## config.mk

```make
export PLATFORM = sky130hd
export DESIGN_NAME = s_interface_line_ctrl_regs
export DESIGN_NICKNAME = d
export VERILOG_FILES = /design/src/hdl/line_ctrl_pkg.sv /design/src/hdl/hook_debounce.sv /design/src/hdl/s_interface_line_ctrl_regs.sv
export SDC_FILE = /design/constraint.sdc
export NUM_CORES = 1
export LEC_CHECK = 0
export BUFFER_PORTS_ARGS = -buffer_cell sky130_fd_sc_hd__buf_2
export CAP_MARGIN = 20
export CORE_UTILIZATION = 63
export DETAILED_ROUTE_END_ITERATION = 7
export MAX_ROUTING_LAYER = met4
export PLACE_DENSITY_LB_ADDON = 0.05
export SYNTH_ARGS = -nofsm -noshare
export SYNTH_HDL_FRONTEND = slang
export SYNTH_SLANG_ARGS = --single-unit
```

## constraint.sdc

```tcl
create_clock -name clock -period 3.55 [get_ports clock]
set_input_delay 0.355 -clock clock [delete_from_list [all_inputs] [get_ports clock]]
set_output_delay 0.355 -clock clock [all_outputs]
set_load 0.02 [all_outputs]
```

## src/hdl/line_ctrl_pkg.sv

```systemverilog
/*
  Shared constants and carrier types of the S/T line control register bank.
  Assumes one 50 MHz system clock and an 8-bit indirect register port.
*/
package line_ctrl_pkg;

  // Register offsets and reset value
  localparam logic [7:0] LINE_STATUS_ADDR = 8'ha1;
  localparam logic [7:0] D_PRIORITY_ADDR  = 8'ha2;
  localparam logic [7:0] LINE_MODE1_ADDR  = 8'ha3;
  localparam logic [7:0] LINE_MODE2_ADDR  = 8'ha4;
  localparam logic [7:0] MULTIFRAME_ADDR  = 8'ha6;
  localparam logic [7:0] REG_RESET_VAL    = 8'h00;

  // Status bits
  localparam int ST_F3_CHG   = 3;
  localparam int ST_F7_CHG   = 4;
  localparam int ST_F8_CHG   = 5;
  localparam int ST_HOOK     = 6;
  localparam int ST_HOOK_CHG = 7;

  // Mode one bits
  localparam int M1_B1_TX   = 0;
  localparam int M1_B2_TX   = 1;
  localparam int M1_F_DIS   = 2;
  localparam int M1_FA_DIS  = 3;
  localparam int M1_ACT_REQ = 4;
  localparam int M1_F8_F3   = 5;
  localparam int M1_ENABLE  = 6;

  // Mode two bits
  localparam int M2_LOC_LOOP  = 0;
  localparam int M2_LINE_LOOP = 1;
  localparam int M2_NO_BACK   = 2;
  localparam int M2_IE_F3     = 3;
  localparam int M2_IE_F8     = 4;
  localparam int M2_IE_HOOK   = 5;
  localparam int M2_IE_F7     = 6;

  // Multiframe bits
  localparam int MULTI_ENABLE = 0;
  localparam int MULTI_FIRST  = 4;
  localparam int MULTI_SYNC   = 7;

  // Activation state codes
  localparam logic [2:0] ACT_F2 = 3'h0;
  localparam logic [2:0] ACT_F3 = 3'h1;
  localparam logic [2:0] ACT_F6 = 3'h4;
  localparam logic [2:0] ACT_F7 = 3'h5;
  localparam logic [2:0] ACT_F8 = 3'h6;

  // D-channel access and multiframe counts
  localparam logic [5:0] ONES_BASE        = 6'h08;
  localparam logic [5:0] ONES_STEP        = 6'h02;
  localparam logic [1:0] MULTI_LOST_COUNT = 2'h3;

  // Hookswitch timing
  localparam int CLOCK_PERIOD_NS = 20;
  localparam int GLITCH_NS       = 162;
  localparam int DEBOUNCE_MS     = 16;
  localparam int GLITCH_CYC      = (GLITCH_NS + CLOCK_PERIOD_NS - 1) / CLOCK_PERIOD_NS;
  localparam int DEBOUNCE_CYC    = (DEBOUNCE_MS * 1000000) / CLOCK_PERIOD_NS;

  typedef struct packed {
    logic [7:0] addr;
    logic [7:0] wrData;
    logic       wrStb;
    logic       rdStb;
  } reg_req_s;

  typedef struct packed {
    logic strobe;
    logic echoBit;
    logic txBit;
    logic txActive;
    logic txDone;
    logic lineRxD;
    logic procTxD;
  } d_chan_in_s;

  typedef struct packed {
    logic b1TxEn;
    logic b2TxEn;
    logic fTxDis;
    logic faTxDis;
    logic actRequest;
    logic goF8ToF3;
    logic lineEnable;
  } line_ctl_s;

endpackage : line_ctrl_pkg

```

## src/hdl/hook_debounce.sv

```systemverilog
/*
  Hookswitch pin conditioning: synchroniser, glitch filter and debounce.
  Assumes an asynchronous pin and the system clock.
*/
module hook_debounce
  import line_ctrl_pkg::*;
#(
  parameter int GLITCH   = GLITCH_CYC,
  parameter int DEBOUNCE = DEBOUNCE_CYC
)
(
  // Clock and reset
  input  wire logic clock,
  input  wire logic resetn,
  // Pin
  input  wire logic hookPin,
  // Conditioned level and change pulse
  output logic      hookLevel,
  output logic      hookChange
);

  typedef struct packed {
    logic        s1;
    logic        s2;
    logic [1:0]  prime;
    logic        filt;
    logic [7:0]  gCnt;
    logic [23:0] dCnt;
    logic        level;
    logic        change;
  } hook_s;

  hook_s st_r;
  hook_s st_nxt;

  always_comb
  begin
    st_nxt        = st_r;
    st_nxt.s1     = hookPin;
    st_nxt.s2     = st_r.s1;
    st_nxt.change = 1'b0;
    if (st_r.prime != 2'h3)
    begin
      // Take the pin level at start-up without a change event
      st_nxt.prime = st_r.prime + 2'h1;
      st_nxt.filt  = st_r.s2;
      st_nxt.level = st_r.s2;
    end
    else
    begin
      // Short pulses never reach the filtered level
      if (st_r.s2 == st_r.filt)
        st_nxt.gCnt = 8'h00;
      else if (st_r.gCnt >= 8'(GLITCH - 1))
      begin
        st_nxt.filt = st_r.s2;
        st_nxt.gCnt = 8'h00;
      end
      else
        st_nxt.gCnt = st_r.gCnt + 8'h01;
      if (st_r.filt == st_r.level)
        st_nxt.dCnt = 24'h000000;
      else if (st_r.dCnt >= 24'(DEBOUNCE - 1))
      begin
        st_nxt.level  = st_r.filt;
        st_nxt.change = 1'b1;
        st_nxt.dCnt   = 24'h000000;
      end
      else
        st_nxt.dCnt = st_r.dCnt + 24'h000001;
    end
  end

  always_ff @(posedge clock or negedge resetn)
  begin
    if (!resetn)
      st_r <= '0;
    else
      st_r <= st_nxt;
  end

  assign hookLevel  = st_r.level;
  assign hookChange = st_r.change;

endmodule : hook_debounce

```

## src/hdl/s_interface_line_ctrl_regs.sv

```systemverilog
/*
  Control and status register bank of an S/T line interface: activation
  status, hookswitch, D-channel priority stepping, loopbacks, multiframe.
  Assumes the activation state machine, link controller and multiframe
  receiver run on the same clock; the hookswitch is an asynchronous pin.
*/
// Notes on behaviour
// - Status bits 2..0 show activation state, F2 as 000 through F8 as 110.
// - Reading status clears bits 3, 4, 5 and 7; other bits stay live.
// - Status latches F3 entry, F7 change, F8 change and hookswitch change.
// - Each latched event interrupts only when its mode-two enable is set.
// - Entering F7 sets the F7 change flag, marking completed activation.
// - Status reads zero in reset, then 00 or 40 hex by hookswitch.
// - Priority is four bits, reset zero, upper nibble reads zero.
// - Access needs eight echo ones at level 0, two more per level.
// - Level steps to n+1 after a good packet, back after that count.
// - Mode one bits drive B1, B2, F, FA transmit and F8-to-F3 force.
// - Activation request is bit 4 level; its fall is timer expiry.
// - Bit 6 enables receiver and transmitter, reset clear; bit 7 zero.
// - Local loopback ignores line D data and loops processor data back.
// - Line loopback returns received D bits to the line; no own send.
// - Back-off disable keeps sending despite echo mismatch.
// - Multiframe bit 0 enables sync; bits 1 to 3 are interrupt enables.
// - Multiframe bit 4 flags first subframe, bits 5, 6 zero, 7 sync.
// - First subframe is set when first five S bits load the buffer.
// - Sync lost on three bad multiframes, leaving F6/F7, or disable.
// - Hookswitch rejects glitches under 162 ns and debounces 16 ms.
module s_interface_line_ctrl_regs
  import line_ctrl_pkg::*;
#(
  parameter int GLITCH   = GLITCH_CYC,
  parameter int DEBOUNCE = DEBOUNCE_CYC
)
(
  // Clock and reset
  input  wire logic       clock,
  input  wire logic       resetn,
  // Register port
  input  wire reg_req_s   regReq,
  output logic [7:0]      rdData,
  // Activation state machine
  input  wire logic [2:0] actState,
  output line_ctl_s       lineCtl,
  output logic            timerExpiry,
  // Hookswitch pin
  input  wire logic       hookPin,
  // D channel
  input  wire d_chan_in_s dChan,
  output logic            dAccessOk,
  output logic            dTxHalt,
  output logic            linkRxD,
  output logic            lineTxD,
  output logic            procTxBlock,
  // Multiframe receiver
  input  wire logic       multiFound,
  input  wire logic       multiValid,
  input  wire logic       multiInvalid,
  input  wire logic       sLoad,
  input  wire logic       sFirst,
  output logic            multiSynced,
  output logic [2:0]      multiIrqEn,
  // Interrupt request
  output logic            lineIrq
);

  typedef struct packed {
    logic [7:0] rdData;
    logic [2:0] prevAct;
    logic       f3Chg;
    logic       f7Chg;
    logic       f8Chg;
    logic       hookChg;
    logic [6:0] modeOne;
    logic [6:0] modeTwo;
    logic [3:0] prio;
    logic [4:0] curLevel;
    logic [5:0] oneCount;
    logic       accessOk;
    logic       txHalt;
    logic       timerExp;
    logic [3:0] multiCtl;
    logic       multiFirst;
    logic       multiSync;
    logic [1:0] badCount;
    logic       linkRxD;
    logic       lineTxD;
    logic       irq;
  } ctrl_s;

  ctrl_s      st_r;
  ctrl_s      st_nxt;
  logic       hookLevel;
  logic       hookChange;
  logic       f3Ev;
  logic       f7Ev;
  logic       f8Ev;
  logic       rdStatus;
  logic [5:0] needOnes;

  hook_debounce #(
    .GLITCH   (GLITCH),
    .DEBOUNCE (DEBOUNCE)
  ) u_hook (
    .clock      (clock),
    .resetn     (resetn),
    .hookPin    (hookPin),
    .hookLevel  (hookLevel),
    .hookChange (hookChange)
  );

  assign f3Ev     = (actState == ACT_F3) && (st_r.prevAct != ACT_F3);
  assign f7Ev     = (actState == ACT_F7) != (st_r.prevAct == ACT_F7);
  assign f8Ev     = (actState == ACT_F8) != (st_r.prevAct == ACT_F8);
  assign rdStatus = regReq.rdStb && (regReq.addr == LINE_STATUS_ADDR);
  assign needOnes = ONES_BASE + ONES_STEP * {1'b0, st_r.curLevel};

  always_comb
  begin
    st_nxt          = st_r;
    st_nxt.rdData   = REG_RESET_VAL;
    st_nxt.txHalt   = 1'b0;
    st_nxt.timerExp = 1'b0;
    st_nxt.prevAct  = actState;

    // Register reads, data valid in the following cycle
    if (regReq.rdStb)
    begin
      case (regReq.addr)
        LINE_STATUS_ADDR:
          st_nxt.rdData = {st_r.hookChg, hookLevel, st_r.f8Chg,
                           st_r.f7Chg, st_r.f3Chg, actState};
        D_PRIORITY_ADDR:
          st_nxt.rdData = {4'h0, st_r.prio};
        LINE_MODE1_ADDR:
          st_nxt.rdData = {1'b0, st_r.modeOne};
        LINE_MODE2_ADDR:
          st_nxt.rdData = {1'b0, st_r.modeTwo};
        MULTIFRAME_ADDR:
          st_nxt.rdData = {st_r.multiSync, 2'b00, st_r.multiFirst, st_r.multiCtl};
        default:
          st_nxt.rdData = REG_RESET_VAL;
      endcase
    end

    // Clear on read, then new events set again so none is lost
    if (rdStatus)
    begin
      st_nxt.f3Chg   = 1'b0;
      st_nxt.f7Chg   = 1'b0;
      st_nxt.f8Chg   = 1'b0;
      st_nxt.hookChg = 1'b0;
    end
    if (f3Ev)
      st_nxt.f3Chg = 1'b1;
    if (f7Ev)
      st_nxt.f7Chg = 1'b1;
    if (f8Ev)
      st_nxt.f8Chg = 1'b1;
    if (hookChange)
      st_nxt.hookChg = 1'b1;

    // Register writes
    if (regReq.wrStb)
    begin
      case (regReq.addr)
        D_PRIORITY_ADDR:
        begin
          st_nxt.prio     = regReq.wrData[3:0];
          st_nxt.curLevel = {1'b0, regReq.wrData[3:0]};
        end
        LINE_MODE1_ADDR:
        begin
          st_nxt.modeOne  = regReq.wrData[6:0];
          st_nxt.timerExp = st_r.modeOne[M1_ACT_REQ]
                            && !regReq.wrData[M1_ACT_REQ];
        end
        LINE_MODE2_ADDR:
          st_nxt.modeTwo = regReq.wrData[6:0];
        MULTIFRAME_ADDR:
          st_nxt.multiCtl = regReq.wrData[3:0];
        default:
          st_nxt.rdData = st_nxt.rdData;
      endcase
    end

    // Echo-channel ones counting for D-channel access
    if (dChan.strobe)
    begin
      if (dChan.echoBit && st_r.oneCount != 6'h3f)
        st_nxt.oneCount = st_r.oneCount + 6'h01;
      else if (!dChan.echoBit)
        st_nxt.oneCount = 6'h00;
      // A mismatch stops sending unless back-off is disabled
      if (dChan.txActive && (dChan.echoBit != dChan.txBit)
          && !st_r.modeTwo[M2_NO_BACK])
        st_nxt.txHalt = 1'b1;
    end
    st_nxt.accessOk = (st_nxt.oneCount >= needOnes);

    // Automatic stepping between n and n+1
    if (!(regReq.wrStb && regReq.addr == D_PRIORITY_ADDR))
    begin
      if (dChan.txDone)
        st_nxt.curLevel = {1'b0, st_r.prio} + 5'h01;
      else if ((st_r.curLevel != {1'b0, st_r.prio}) && (st_r.oneCount >= needOnes))
        st_nxt.curLevel = {1'b0, st_r.prio};
    end

    // D-channel loopback paths
    if (st_r.modeTwo[M2_LOC_LOOP])
    begin
      st_nxt.linkRxD = dChan.procTxD;
      st_nxt.lineTxD = 1'b1;
    end
    else if (st_r.modeTwo[M2_LINE_LOOP])
    begin
      st_nxt.linkRxD = dChan.lineRxD;
      st_nxt.lineTxD = dChan.lineRxD;
    end
    else
    begin
      st_nxt.linkRxD = dChan.lineRxD;
      st_nxt.lineTxD = dChan.procTxD;
    end

    // Multiframe first subframe and sync tracking
    if (sLoad)
      st_nxt.multiFirst = sFirst;
    if (!st_nxt.multiCtl[MULTI_ENABLE]
        || (actState != ACT_F6 && actState != ACT_F7))
    begin
      st_nxt.multiSync = 1'b0;
      st_nxt.badCount  = 2'h0;
    end
    else if (!st_r.multiSync)
    begin
      st_nxt.multiSync = multiFound;
      st_nxt.badCount  = 2'h0;
    end
    else if (multiInvalid)
    begin
      st_nxt.badCount = st_r.badCount + 2'h1;
      if (st_r.badCount + 2'h1 == MULTI_LOST_COUNT)
      begin
        st_nxt.multiSync = 1'b0;
        st_nxt.badCount  = 2'h0;
      end
    end
    else if (multiValid)
      st_nxt.badCount = 2'h0;

    // Enabled latched events form the interrupt request
    st_nxt.irq = (st_nxt.f3Chg && st_nxt.modeTwo[M2_IE_F3])
                 || (st_nxt.f7Chg && st_nxt.modeTwo[M2_IE_F7])
                 || (st_nxt.f8Chg && st_nxt.modeTwo[M2_IE_F8])
                 || (st_nxt.hookChg && st_nxt.modeTwo[M2_IE_HOOK]);
  end

  always_ff @(posedge clock or negedge resetn)
  begin
    if (!resetn)
    begin
      st_r         <= '0;
      st_r.prevAct <= ACT_F2;
    end
    else
      st_r <= st_nxt;
  end

  assign rdData              = st_r.rdData;
  assign lineCtl.b1TxEn      = st_r.modeOne[M1_B1_TX];
  assign lineCtl.b2TxEn      = st_r.modeOne[M1_B2_TX];
  assign lineCtl.fTxDis      = st_r.modeOne[M1_F_DIS];
  assign lineCtl.faTxDis     = st_r.modeOne[M1_FA_DIS];
  assign lineCtl.actRequest  = st_r.modeOne[M1_ACT_REQ];
  assign lineCtl.goF8ToF3    = st_r.modeOne[M1_F8_F3];
  assign lineCtl.lineEnable  = st_r.modeOne[M1_ENABLE];
  assign timerExpiry         = st_r.timerExp;
  assign dAccessOk           = st_r.accessOk;
  assign dTxHalt             = st_r.txHalt;
  assign linkRxD             = st_r.linkRxD;
  assign lineTxD             = st_r.lineTxD;
  assign procTxBlock         = st_r.modeTwo[M2_LINE_LOOP];
  assign multiSynced         = st_r.multiSync;
  assign multiIrqEn          = st_r.multiCtl[3:1];
  assign lineIrq             = st_r.irq;
endmodule : s_interface_line_ctrl_regs

```

* After elaboration in Yosys (flattened, before gate mapping)
Index checks and enable logic that the tools add are counted.
W data, S select, Z words.
** Cells by class
- Equality and inequality tests :: 25
- Multiplexer cells :: 40
- Add/subtract/negate cells :: 7
- Magnitude comparators :: 4
- Reductions and logical operators :: 28
** Operators by type and width (number)
- $mux W24 :: 2
- $eq A8 B8 Y1 const B :: 5
- $pmux W8 S5 :: 1
- $add A24 B1 Y24 const B :: 1
- $ge A24 B20 Y1 const B :: 1
- $mux W8 :: 3
- $mux W5 :: 4
- $mux W6 :: 3
- $mux W16 :: 1
- $mux W1 :: 14
- $logic_and A1 B1 Y1 :: 13
- $eq A3 B3 Y1 const B :: 4
- $ge A6 B6 Y1 :: 2
- $reduce_and A2 Y1 :: 6
- $mux W2 :: 5
- $mux W3 :: 3
- $mux W9 :: 1
- $add A8 B1 Y8 const B :: 1
- $ge A8 B4 Y1 const B :: 1
- $mux W4 :: 2
- $mux W7 :: 1
- $add A4 B6 Y6 const A :: 1
- $add A6 B1 Y6 const B :: 1
- $ne A3 B3 Y1 const B :: 2
- other kinds (15) :: 26
** Storage, ports and cells
- Bits in registers :: 97
- Input bits :: 36
- Output and inout port bits :: 26

* Depth between registers and ports, before layout
Gate-level depths: netlist (run 1).
- Depth in word-level cells :: 8
- Gate-level depth with buffers :: 14
- Mapped depth without buffers :: 14

* Hierarchy
A second synthesis (run 1) with hierarchy kept.
** Unflattened totals
- Cell total of the unflattened synthesis :: 485
- Area total of the unflattened synthesis :: 5136.2 um2
** By module, submodules not included
- s_interface_line_ctrl_regs :: area each 3150.5 um2, times used 1, cells an instance 290
- hook_debounce :: area each 1985.7 um2, times used 1, cells an instance 195

* Worst setup path before layout (run 1)
No wires, ideal clock.
- Path type :: register -> register
- Start point :: reg st_r[22] (netlist name)
- End point :: reg st_r[20] (netlist name)
- Slack :: 1.205 ns
- Arrival time :: 2.224 ns
- Data required time :: 3.429 ns
- Stages on the path, launching flop included :: 9
- Clock period less this slack :: 2.345 ns
- Path buffers :: 0
- Cells stage by stage :: dfrtp_1 ha_1 xnor2_1 ha_1 a2111o_1 o22ai_1 mux2_2 o21ai_0 nand2_1
** RTL lines
- from (decl) :: line s_interface_line_ctrl_regs.sv:90 : ctrl_s st_r;
- from (signal assigned) :: line s_interface_line_ctrl_regs.sv:267 : st_r <= st_nxt;

==> reports/metrics.cfg, run 1 <==
[clocking]
cts_hold_buf=0
cts_resized=0
worstSkewPairLatency_ps=360
clkSinkCount=97
path_clk_slew_ps=90
cts_setup_buffers=0
root_buffer=clkbuf_8
htree_levels=3
cts-buffers-inserted=9
cts_tree=built
clock_path_buffers=2

[power]
p_leak_nw=2.55
power.switching_uw=647
p_seq_share_pct=53.0
irDropWorstVdd_mv=0.269
p_sw_share_pct=28.0
p_comb_share_pct=15.2
powerDensity_mw_per_mm2=428
clockPowerShare_pct=31.9
intPower_mw=1.66

[grt]
grt_start_max_net_pins=51
grtUsageTotal_pct=27.0
grt_overflow_total=0
first_global_vias=3672
grt_pass1_wl_um=17100
antenna_found_initial=0

[place]
port-buffer-count=60
dp.cells=613
routabilityCongestion=0.852
hpwl_um=7280

[yosys]
synth_area_mm2=0.00493
synth_nets=533
synth-async-reset-ratio_pct=100
synth_area_leaders=dfrtp_1, mux2_2, ha_1, nand2_1, buf_4
seq_area_frac_synth_pct=49.3
synth_top_area_share_pct=49.3
synth-edff-count=0
avgSynthCellArea_um2=10.3
synth_seq_cells=97
yosys.area.top_type=dfrtp_1
synth_cell_types=55
netlist_instances=480
synth_warnings=0
synth-main-ff-cell=dfrtp_1

[critical_path]
r2r_setup_slack_ps=970
required_ps=3800
arrival_ps=2840
startpoint_type=flip-flop
critPathMaxFanout=7
crit_path_end_kind=flip-flop
path_class=flip-flop to flip-flop

[floorplan]
dieArea_mm2=0.00818
fp.dieH_um=90.4
io_pins=62
die_w_um=90.4
fp-row-count=31
coreArea_mm2=0.00741
start_util_pct=66.5

[layout]
final_cell_mix=dfrtp_1, buf_2, nand2_1
finalNonFillerCells=629
final_common_cell=dfrtp_1
postLayoutCoreUtil_pct=72.9
drive_above_1_share_pct=21.5
diodes=0
syn2layout_area_growth_pct=9.55
fin_nets=578

[routing]
wire_per_inst_um=15.9
drt-initial-drc-count=175
drtAntennaViolNets=0
drcViolationCount=0
via_per_inst=5.97
drt_pre_antenna_iters=5
num_vias=3757
drt_wl_total_um=10000

[sta]
fin_setup_tns_ps=0
slew_viol_final=0
fin_crit_ps=2580
max_freq_mhz=387
finalSetupViolCount=0
slew-limit-headroom_pct=38.8
post-route-period-util_pct=72.8
rsz0062_at_grt=no
skew_ps=7.86
finalHoldViolCount=0
tightest_slew_ps=912

[run]
max-cap-violations=0

[outcome]
outcome=finished clean

[worst_hold_path]
hp-class=input port to async pin

-- registers in the layout (all words and copies together), names as in the netlist, 3 cells and up --
name	flops
st_r	32
u_hook.st_r	36
rdData	8
lineCtl	7
multiIrqEn	3
-- final cells by class --
| type | count | area (um^2) |
|---|---|---|
| Multi-Input combinational cell | 339 | 2260 |
| Timing Repair Buffer | 64 | 333 |
| Clock inverter | 5 | 62.6 |
| Sequential cell | 97 | 2430 |
| Clock buffer | 11 | 141 |
| Inverter | 14 | 52.6 |
| Tap cell | 99 | 124 |
| Fill cell | 580 | 2010 |
-- Yosys cell counts, drive strengths merged, types with 2 or more instances --
cell,n
o21ai,21
ha,17
nand2b,4
a21oi,18
a21o,7
o22ai,2
o21a,5
or2,3
a22o,3
or4,3
nand2,53
a31oi,8
o211ai,4
a41oi,3
o31ai,2
nand4,7
or3,7
nor3,16
or3b,3
o311ai,4
a222oi,2
xnor2,8
nor3b,3
a211o,2
mux2i,6
buf,21
nor2,27
nand3,19
clkbuf,9
nor2b,12
nor4,5
inv,14
xor2,4
nand3b,3
and2,4
and3,9
mux2,22
a22oi,13
dfrtp,97
-- metrics by stage --
stage / instance area, um^2 / setup slack, ps / hold slack (ps) / total power, mW
finish: 5400 / 966 / 1.41 / 2.31
global route: 5400 / 772 / 46.0 / 2.42
CTS: 5400 / 939 / 21.0 / 2.33
detailed placement: 5190 / 939 / 340 / 1.60
global placement: 5190 / 986 / 340 / 1.58
floorplan: 4930 / 1210 / 59.4 / 1.49
-- cell families after synthesis --
group / synth area share [%]
AO/OA/AOI/OAI: 14.1
buffers and inverters: 4.93
AND/OR/NAND/NOR: 19.0
adder cells (fa/ha/maj): 4.32
XOR/XNOR: 2.13
multiplexers: 6.25
flip-flops: 49.3
-- worst max-delay path, stage by stage (launching register included) --
cell	delay (ps)
dfrtp_1	460
ha_1	240
xnor2_1	140
ha_1	210
a2111o_1	370
o22ai_1	420
mux2_2	410
o21ai_0	160
nand2_1	70
-- path summary, 6_finish.rpt --
kind | startpoint | endpoint | cells after the start
hold / removal | resetn | st_r[18] | 1
min in group clock | hookPin | u_hook.st_nxt[37] | 1
setup / recovery | st_r[22] | st_r[20] | 8
setup reg to reg | st_r[22] | st_r[20] | 8
hold reg to reg | u_hook.st_nxt[37] | u_hook.st_r[37] | 0
max in group asynchronous | resetn | u_hook.st_r[10] | 2
-- metal layers --
| layer | vias up | GRT usage, % | wire length, um |
|---|---|---|---|
| li1 | 1814 | - | - |
| met1 | 1832 | 34.7 | 4520 |
| met2 | 100 | 43.3 | 4870 |
| met3 | 11 | 4.29 | 489 |
| met4 | 0 | 10.5 | 131 |
| met5 | - | - | 0 |
-- power groups by stage --
stage                     registers [mW]  clock network, mW  logic, mW
final                               1.22              0.736      0.350
after global routing                1.23              0.792      0.398
after CTS                           1.22              0.751      0.353
after detailed placement            1.25                  0      0.351
after global placement              1.24                  0      0.339
after floorplan                     1.24                  0      0.255
(Power assumes the default switching activity.)
==> run 2, diff against run 1 <==
Settings changed: CORE_UTILIZATION 63 to 58.
Clock period 3.55 ns to 2.6 ns, I/O delays scaled along.
==> run 2 against run 1 <==
Effect of this change:
- die area is 8.4% higher
- clock skew is 3.4 ps higher
- cell count is 2.4% higher
- final area is 1.8% higher
- via count is 0.16% higher
- non-clock buffer count is 10 higher
- global-route usage is 1.5 points lower
- largest cell class unchanged
- highest routed layer unchanged
==> reports/metrics.cfg, run 2 (same netlist as run 1, synthesis figures left out) <==
[layout]
final_cell_mix=dfrtp_1, buf_2, nand2_1
diodes=0
fin_nets=588
final_common_cell=dfrtp_1
largest_reg_flops=36
largest-register=u_hook.st_r
seq_area_mm2=0.00243
drive_above_1_share_pct=22.6
syn2layout_area_growth_pct=11.5
nFillCells=664
multiInputGateArea_mm2=0.00227

[critical_path]
required_ps=2830
crit_chain=ha_4 > nand4_1 > or2_4 > nand3_1 > o21ai_0 > nand2_1 > o21a_1 > ha_1 > nor2b_1 > o21a_1 > o21ai_0 > nand2b_1 > a21oi_1 > o21ai_0
startpoint_type=flip-flop
cp_common_cell=o21ai_0
r2r_start=st_r[14]
arrival_ps=2590
slowest_stage=dfrtp_1
startpoint=st_r[14]
max_stage_delay_ps=430
critPathMaxFanout=4
path_class=flip-flop to flip-flop
crit_path_end_kind=flip-flop

[outcome]
outcome=finished clean

[place]
hpwl_um=7460
pre_cts_slack_ps=173
port-buffer-count=60
routabilityCongestion=0.851

[run]
max-cap-violations=0

[floorplan]
start_util_pct=60.0
fp.dieH_um=94.2
coreArea_mm2=0.00822
dieArea_mm2=0.00887
io_pins=62
fp-row-count=33
die_w_um=94.2

[routing]
drt_pre_antenna_iters=4
drcViolationCount=0
drtAntennaViolNets=0
via_per_inst=5.84
drt-initial-drc-count=209
drt_wl_total_um=10200
wire_per_inst_um=15.9
num_vias=3763

[clocking]
htree_levels=3
clock_path_buffers=2
root_buffer=clkbuf_8
worstSkewPairLatency_ps=360
clkSinkCount=97
cts_tree=built
path_clk_slew_ps=100
cts-buffers-inserted=9

[sta]
post-route-period-util_pct=91.0
rsz0062_at_grt=no
slew-limit-headroom_pct=58.7
tightest_slew_ps=619
fin_setup_tns_ps=0
finalHoldViolCount=0
fin_ws_ps=234
max_freq_mhz=423
skew_ps=11.2
fin_crit_ps=2370
slew_viol_final=0
finalSetupViolCount=0

[power]
p_leak_nw=2.59
powerDensity_mw_per_mm2=570
irDropWorstVdd_mv=0.371

[grt]
grt_start_max_net_pins=52
grt_overflow_total=0
first_global_vias=3589
antenna_found_initial=0
grt_pass1_wl_um=16800
grtUsageTotal_pct=25.4

[worst_hold_path]
hold_start=regReq[6]
hp-class=input port to flip-flop

## run 2: cell types whose count changed in the layout (fill, tap and decap cells not counted), sizes merged
| cell | delta |
|---|---|
| inv | -2 |
| clkinvlp | +1 |
| dlygate4sd3 | +2 |
| buf | +8 |
| clkbuf | -1 |
| clkinv | +1 |
## run 2: through the flow
step                      util [%]  std cells  power (mW)  hold WS, ps  cell area [um^2]
after floorplan                  -        480        2.04        -35.6              4930
after global placement        64.1        626        2.18          314              5270
after detailed placement      64.1        626        2.21          316              5270
after CTS                     66.6        643        3.15         63.4              5470
after global routing          66.9        644        3.29         67.4              5500
final                         66.9        644        3.13         75.8              5500
## run 2: what timing repair did
item | in CTS | in global routing
hold endpoints to repair | 47 | 0
buffers inserted | 0 | 1
endpoints found under the setup margin | 0 | 1
resized for setup | 0 | 3
hold buffers | 2 | 0
## run 2: layout make-up
class	count	area share [%]
Tap cell	105	2.39
Inverter	14	0.956
Multi-Input combinational cell	339	41.4
Clock inverter	5	1.05
Sequential cell	97	44.2
Clock buffer	10	2.32
Timing Repair Buffer	74	7.74
## run 2: critical path, delay by kind of cell (launching register included)
kind / cells / cell delay (ps)
AOI/OAI and AO/OA: 6 / 790
and+or+nand+nor: 6 / 700
DFF: 1 / 430
adders and majority gates: 2 / 310
## run 2: path summary, 6_finish.rpt
path,slack [ps],end,depth (start not counted)
max,230,dAccessOk,14
min,80,timerExpiry,2
max reg2reg,230,dAccessOk,14
min reg2reg,370,u_hook.st_r[37],0
max in group asynchronous,1460,st_r[20],3
min in group asynchronous,460,st_r[15],2
## run 2: metal layers
layer	part of all wire (%)	routed length, um	global-route usage (%)
met3	3.9	402	4.13
met5	0	0	-
met1	46	4740	34.2
met4	0.93	95	7.95
met2	49	5000	39.6
## run 2: where the power goes
part	total [mW]	internal, mW	switching [mW]	leakage, nW
sequential	1.67	1.59	0.0821	1.29
combinational	0.509	0.219	0.290	1.22
clock	0.948	0.438	0.509	0.0844
==> run 3, diff against run 2 <==
Clock period 2.6 ns to 2.4 ns, I/O delays scaled along.
==> run 3 against run 2 <==
Effect of this change:
- clock power up 4.4%
- final area is 1.5% higher
- non-clock buffer count is 10 higher
- power is 7.9% higher
- fmax grew 3.6%
- critical endpoint is now u_hook.st_r[17]
==> reports/metrics.cfg, run 3 (same netlist as run 1, synthesis figures left out) <==
[clocking]
worstSkewPairLatency_ps=370
path_clk_slew_ps=100
cts_tree=built
root_buffer=clkbuf_8
htree_levels=3
clkSinkCount=97
cts-buffers-inserted=9
clock_path_buffers=2

[routing]
drt_wl_total_um=10300
wire_per_inst_um=15.8
num_vias=3846
via_per_inst=5.88
drcViolationCount=0
drt_pre_antenna_iters=6
drt-initial-drc-count=275
drtAntennaViolNets=0

[sta]
finalSetupViolCount=0
tightest_slew_ps=681
skew_ps=9.80
post-route-period-util_pct=95.2
finalHoldViolCount=0
fin_crit_ps=2290
slew_viol_final=0
max_freq_mhz=438
slew-limit-headroom_pct=54.6
fin_hold_ws_ps=61.7

[power]
irDropWorstVdd_mv=0.425
powerDensity_mw_per_mm2=605
power_mw=3.38
p_leak_nw=2.65

[layout]
drive_above_1_share_pct=25.0
largest-register=u_hook.st_r
largest_reg_flops=36
final_common_cell=dfrtp_1
final_cell_mix=dfrtp_1, buf_2, nand2_1
fin_nets=598
syn2layout_area_growth_pct=13.2
diodes=0

[floorplan]
coreArea_mm2=0.00822
fp-row-count=33
start_util_pct=60.0
die_w_um=94.2
fp.dieH_um=94.2
dieArea_mm2=0.00887
io_pins=62

[grt]
first_global_vias=3666
grt_pass1_wl_um=17200
grt_overflow_total=0
antenna_found_initial=0
grt_start_max_net_pins=54
grtUsageTotal_pct=26.0

[critical_path]
startpoint_type=flip-flop
cp_top_family=simple AND/OR/NAND/NOR gates
arrival_ps=2580
r2r_cells=6
required_ps=2700
path_class=flip-flop to flip-flop
slowest_stage=or4_1
r2r_start=u_hook.st_r[18]
critPathMaxFanout=20
rr_endpoint=u_hook.st_r[17]
critPathBufInv=0
crit_path_end_kind=flip-flop
max_stage_delay_ps=560
crit_chain=or4_1 > a21oi_2 > o221ai_2 > or3_4 > or3_1 > o211ai_2
r2r_setup_slack_ps=110

[worst_hold_path]
hold_path_depth=2
hp-class=input port to flip-flop
hold_start=regReq[6]
min_to=timerExpiry

[run]
max-cap-violations=0

[place]
hpwl_um=7380
routabilityCongestion=0.877
port-buffer-count=60

[outcome]
outcome=finished clean

run 3: worst reg2reg max path, cell delays in order (launching register included):
cell and delay [ps]:
dfrtp_1 430, or4_1 560, a21oi_2 130, o221ai_2 110, or3_4 510, or3_1 390
o211ai_2 70
run 3: report_power, final:
group | internal, mW | total [mW] | switching [mW]
clock network | 0.407 | 0.990 | 0.583
registers | 1.73 | 1.81 | 0.0857
logic | 0.250 | 0.576 | 0.326
run 3: what timing repair did:
action,in CTS,in global routing
endpoints found under the setup margin,0,7
hold buffers,2,0
resized for setup,0,11
setup buffers,0,3
hold endpoints to repair,53,0
run 3: stage by stage:
stage,setup slack [ps],cells,utilization [%],TNS [ps],area [um^2]
after floorplan,55.2,480,-,0,4930
after global placement,85.5,634,64.8,0,5330
after CTS,29.1,651,67.3,0,5530
final,115,654,67.9,0,5580
after global routing,-16.8,654,67.9,-20.8,5580
after detailed placement,53.7,634,64.8,0,5330
run 3: layer usage:
layer	global-route usage, %	wire [um]
met1	34.2	4830
met2	41.0	4940
met3	3.40	370
met4	9.74	167
met5	-	0
run 3: cell type report:
class / instances / area [um^2]
fillers: 672 / 2640
flip-flops and latches: 97 / 2430
multi-input cells: 339 / 2290
repair buffers: 84 / 500
clock buffers: 10 / 138
well taps: 105 / 131
inverters: 14 / 52.6
clock inverters: 5 / 41.3
run 3: worst max path at each step:
stage / slack (ps) / start / endpoint / depth (start not counted)
6_report: 110 / u_hook.st_r[18] / u_hook.st_r[17] / 6
5_1_grt: -20 / st_r[14] / dAccessOk / 14
4_1_cts: 30 / st_r[14] / dAccessOk / 14
3_5_place_dp: 50 / st_r[14] / dAccessOk / 14
3_3_place_gp: 90 / st_r[14] / dAccessOk / 14
2_1_floorplan: 60 / st_r[22] / st_r[20] / 8
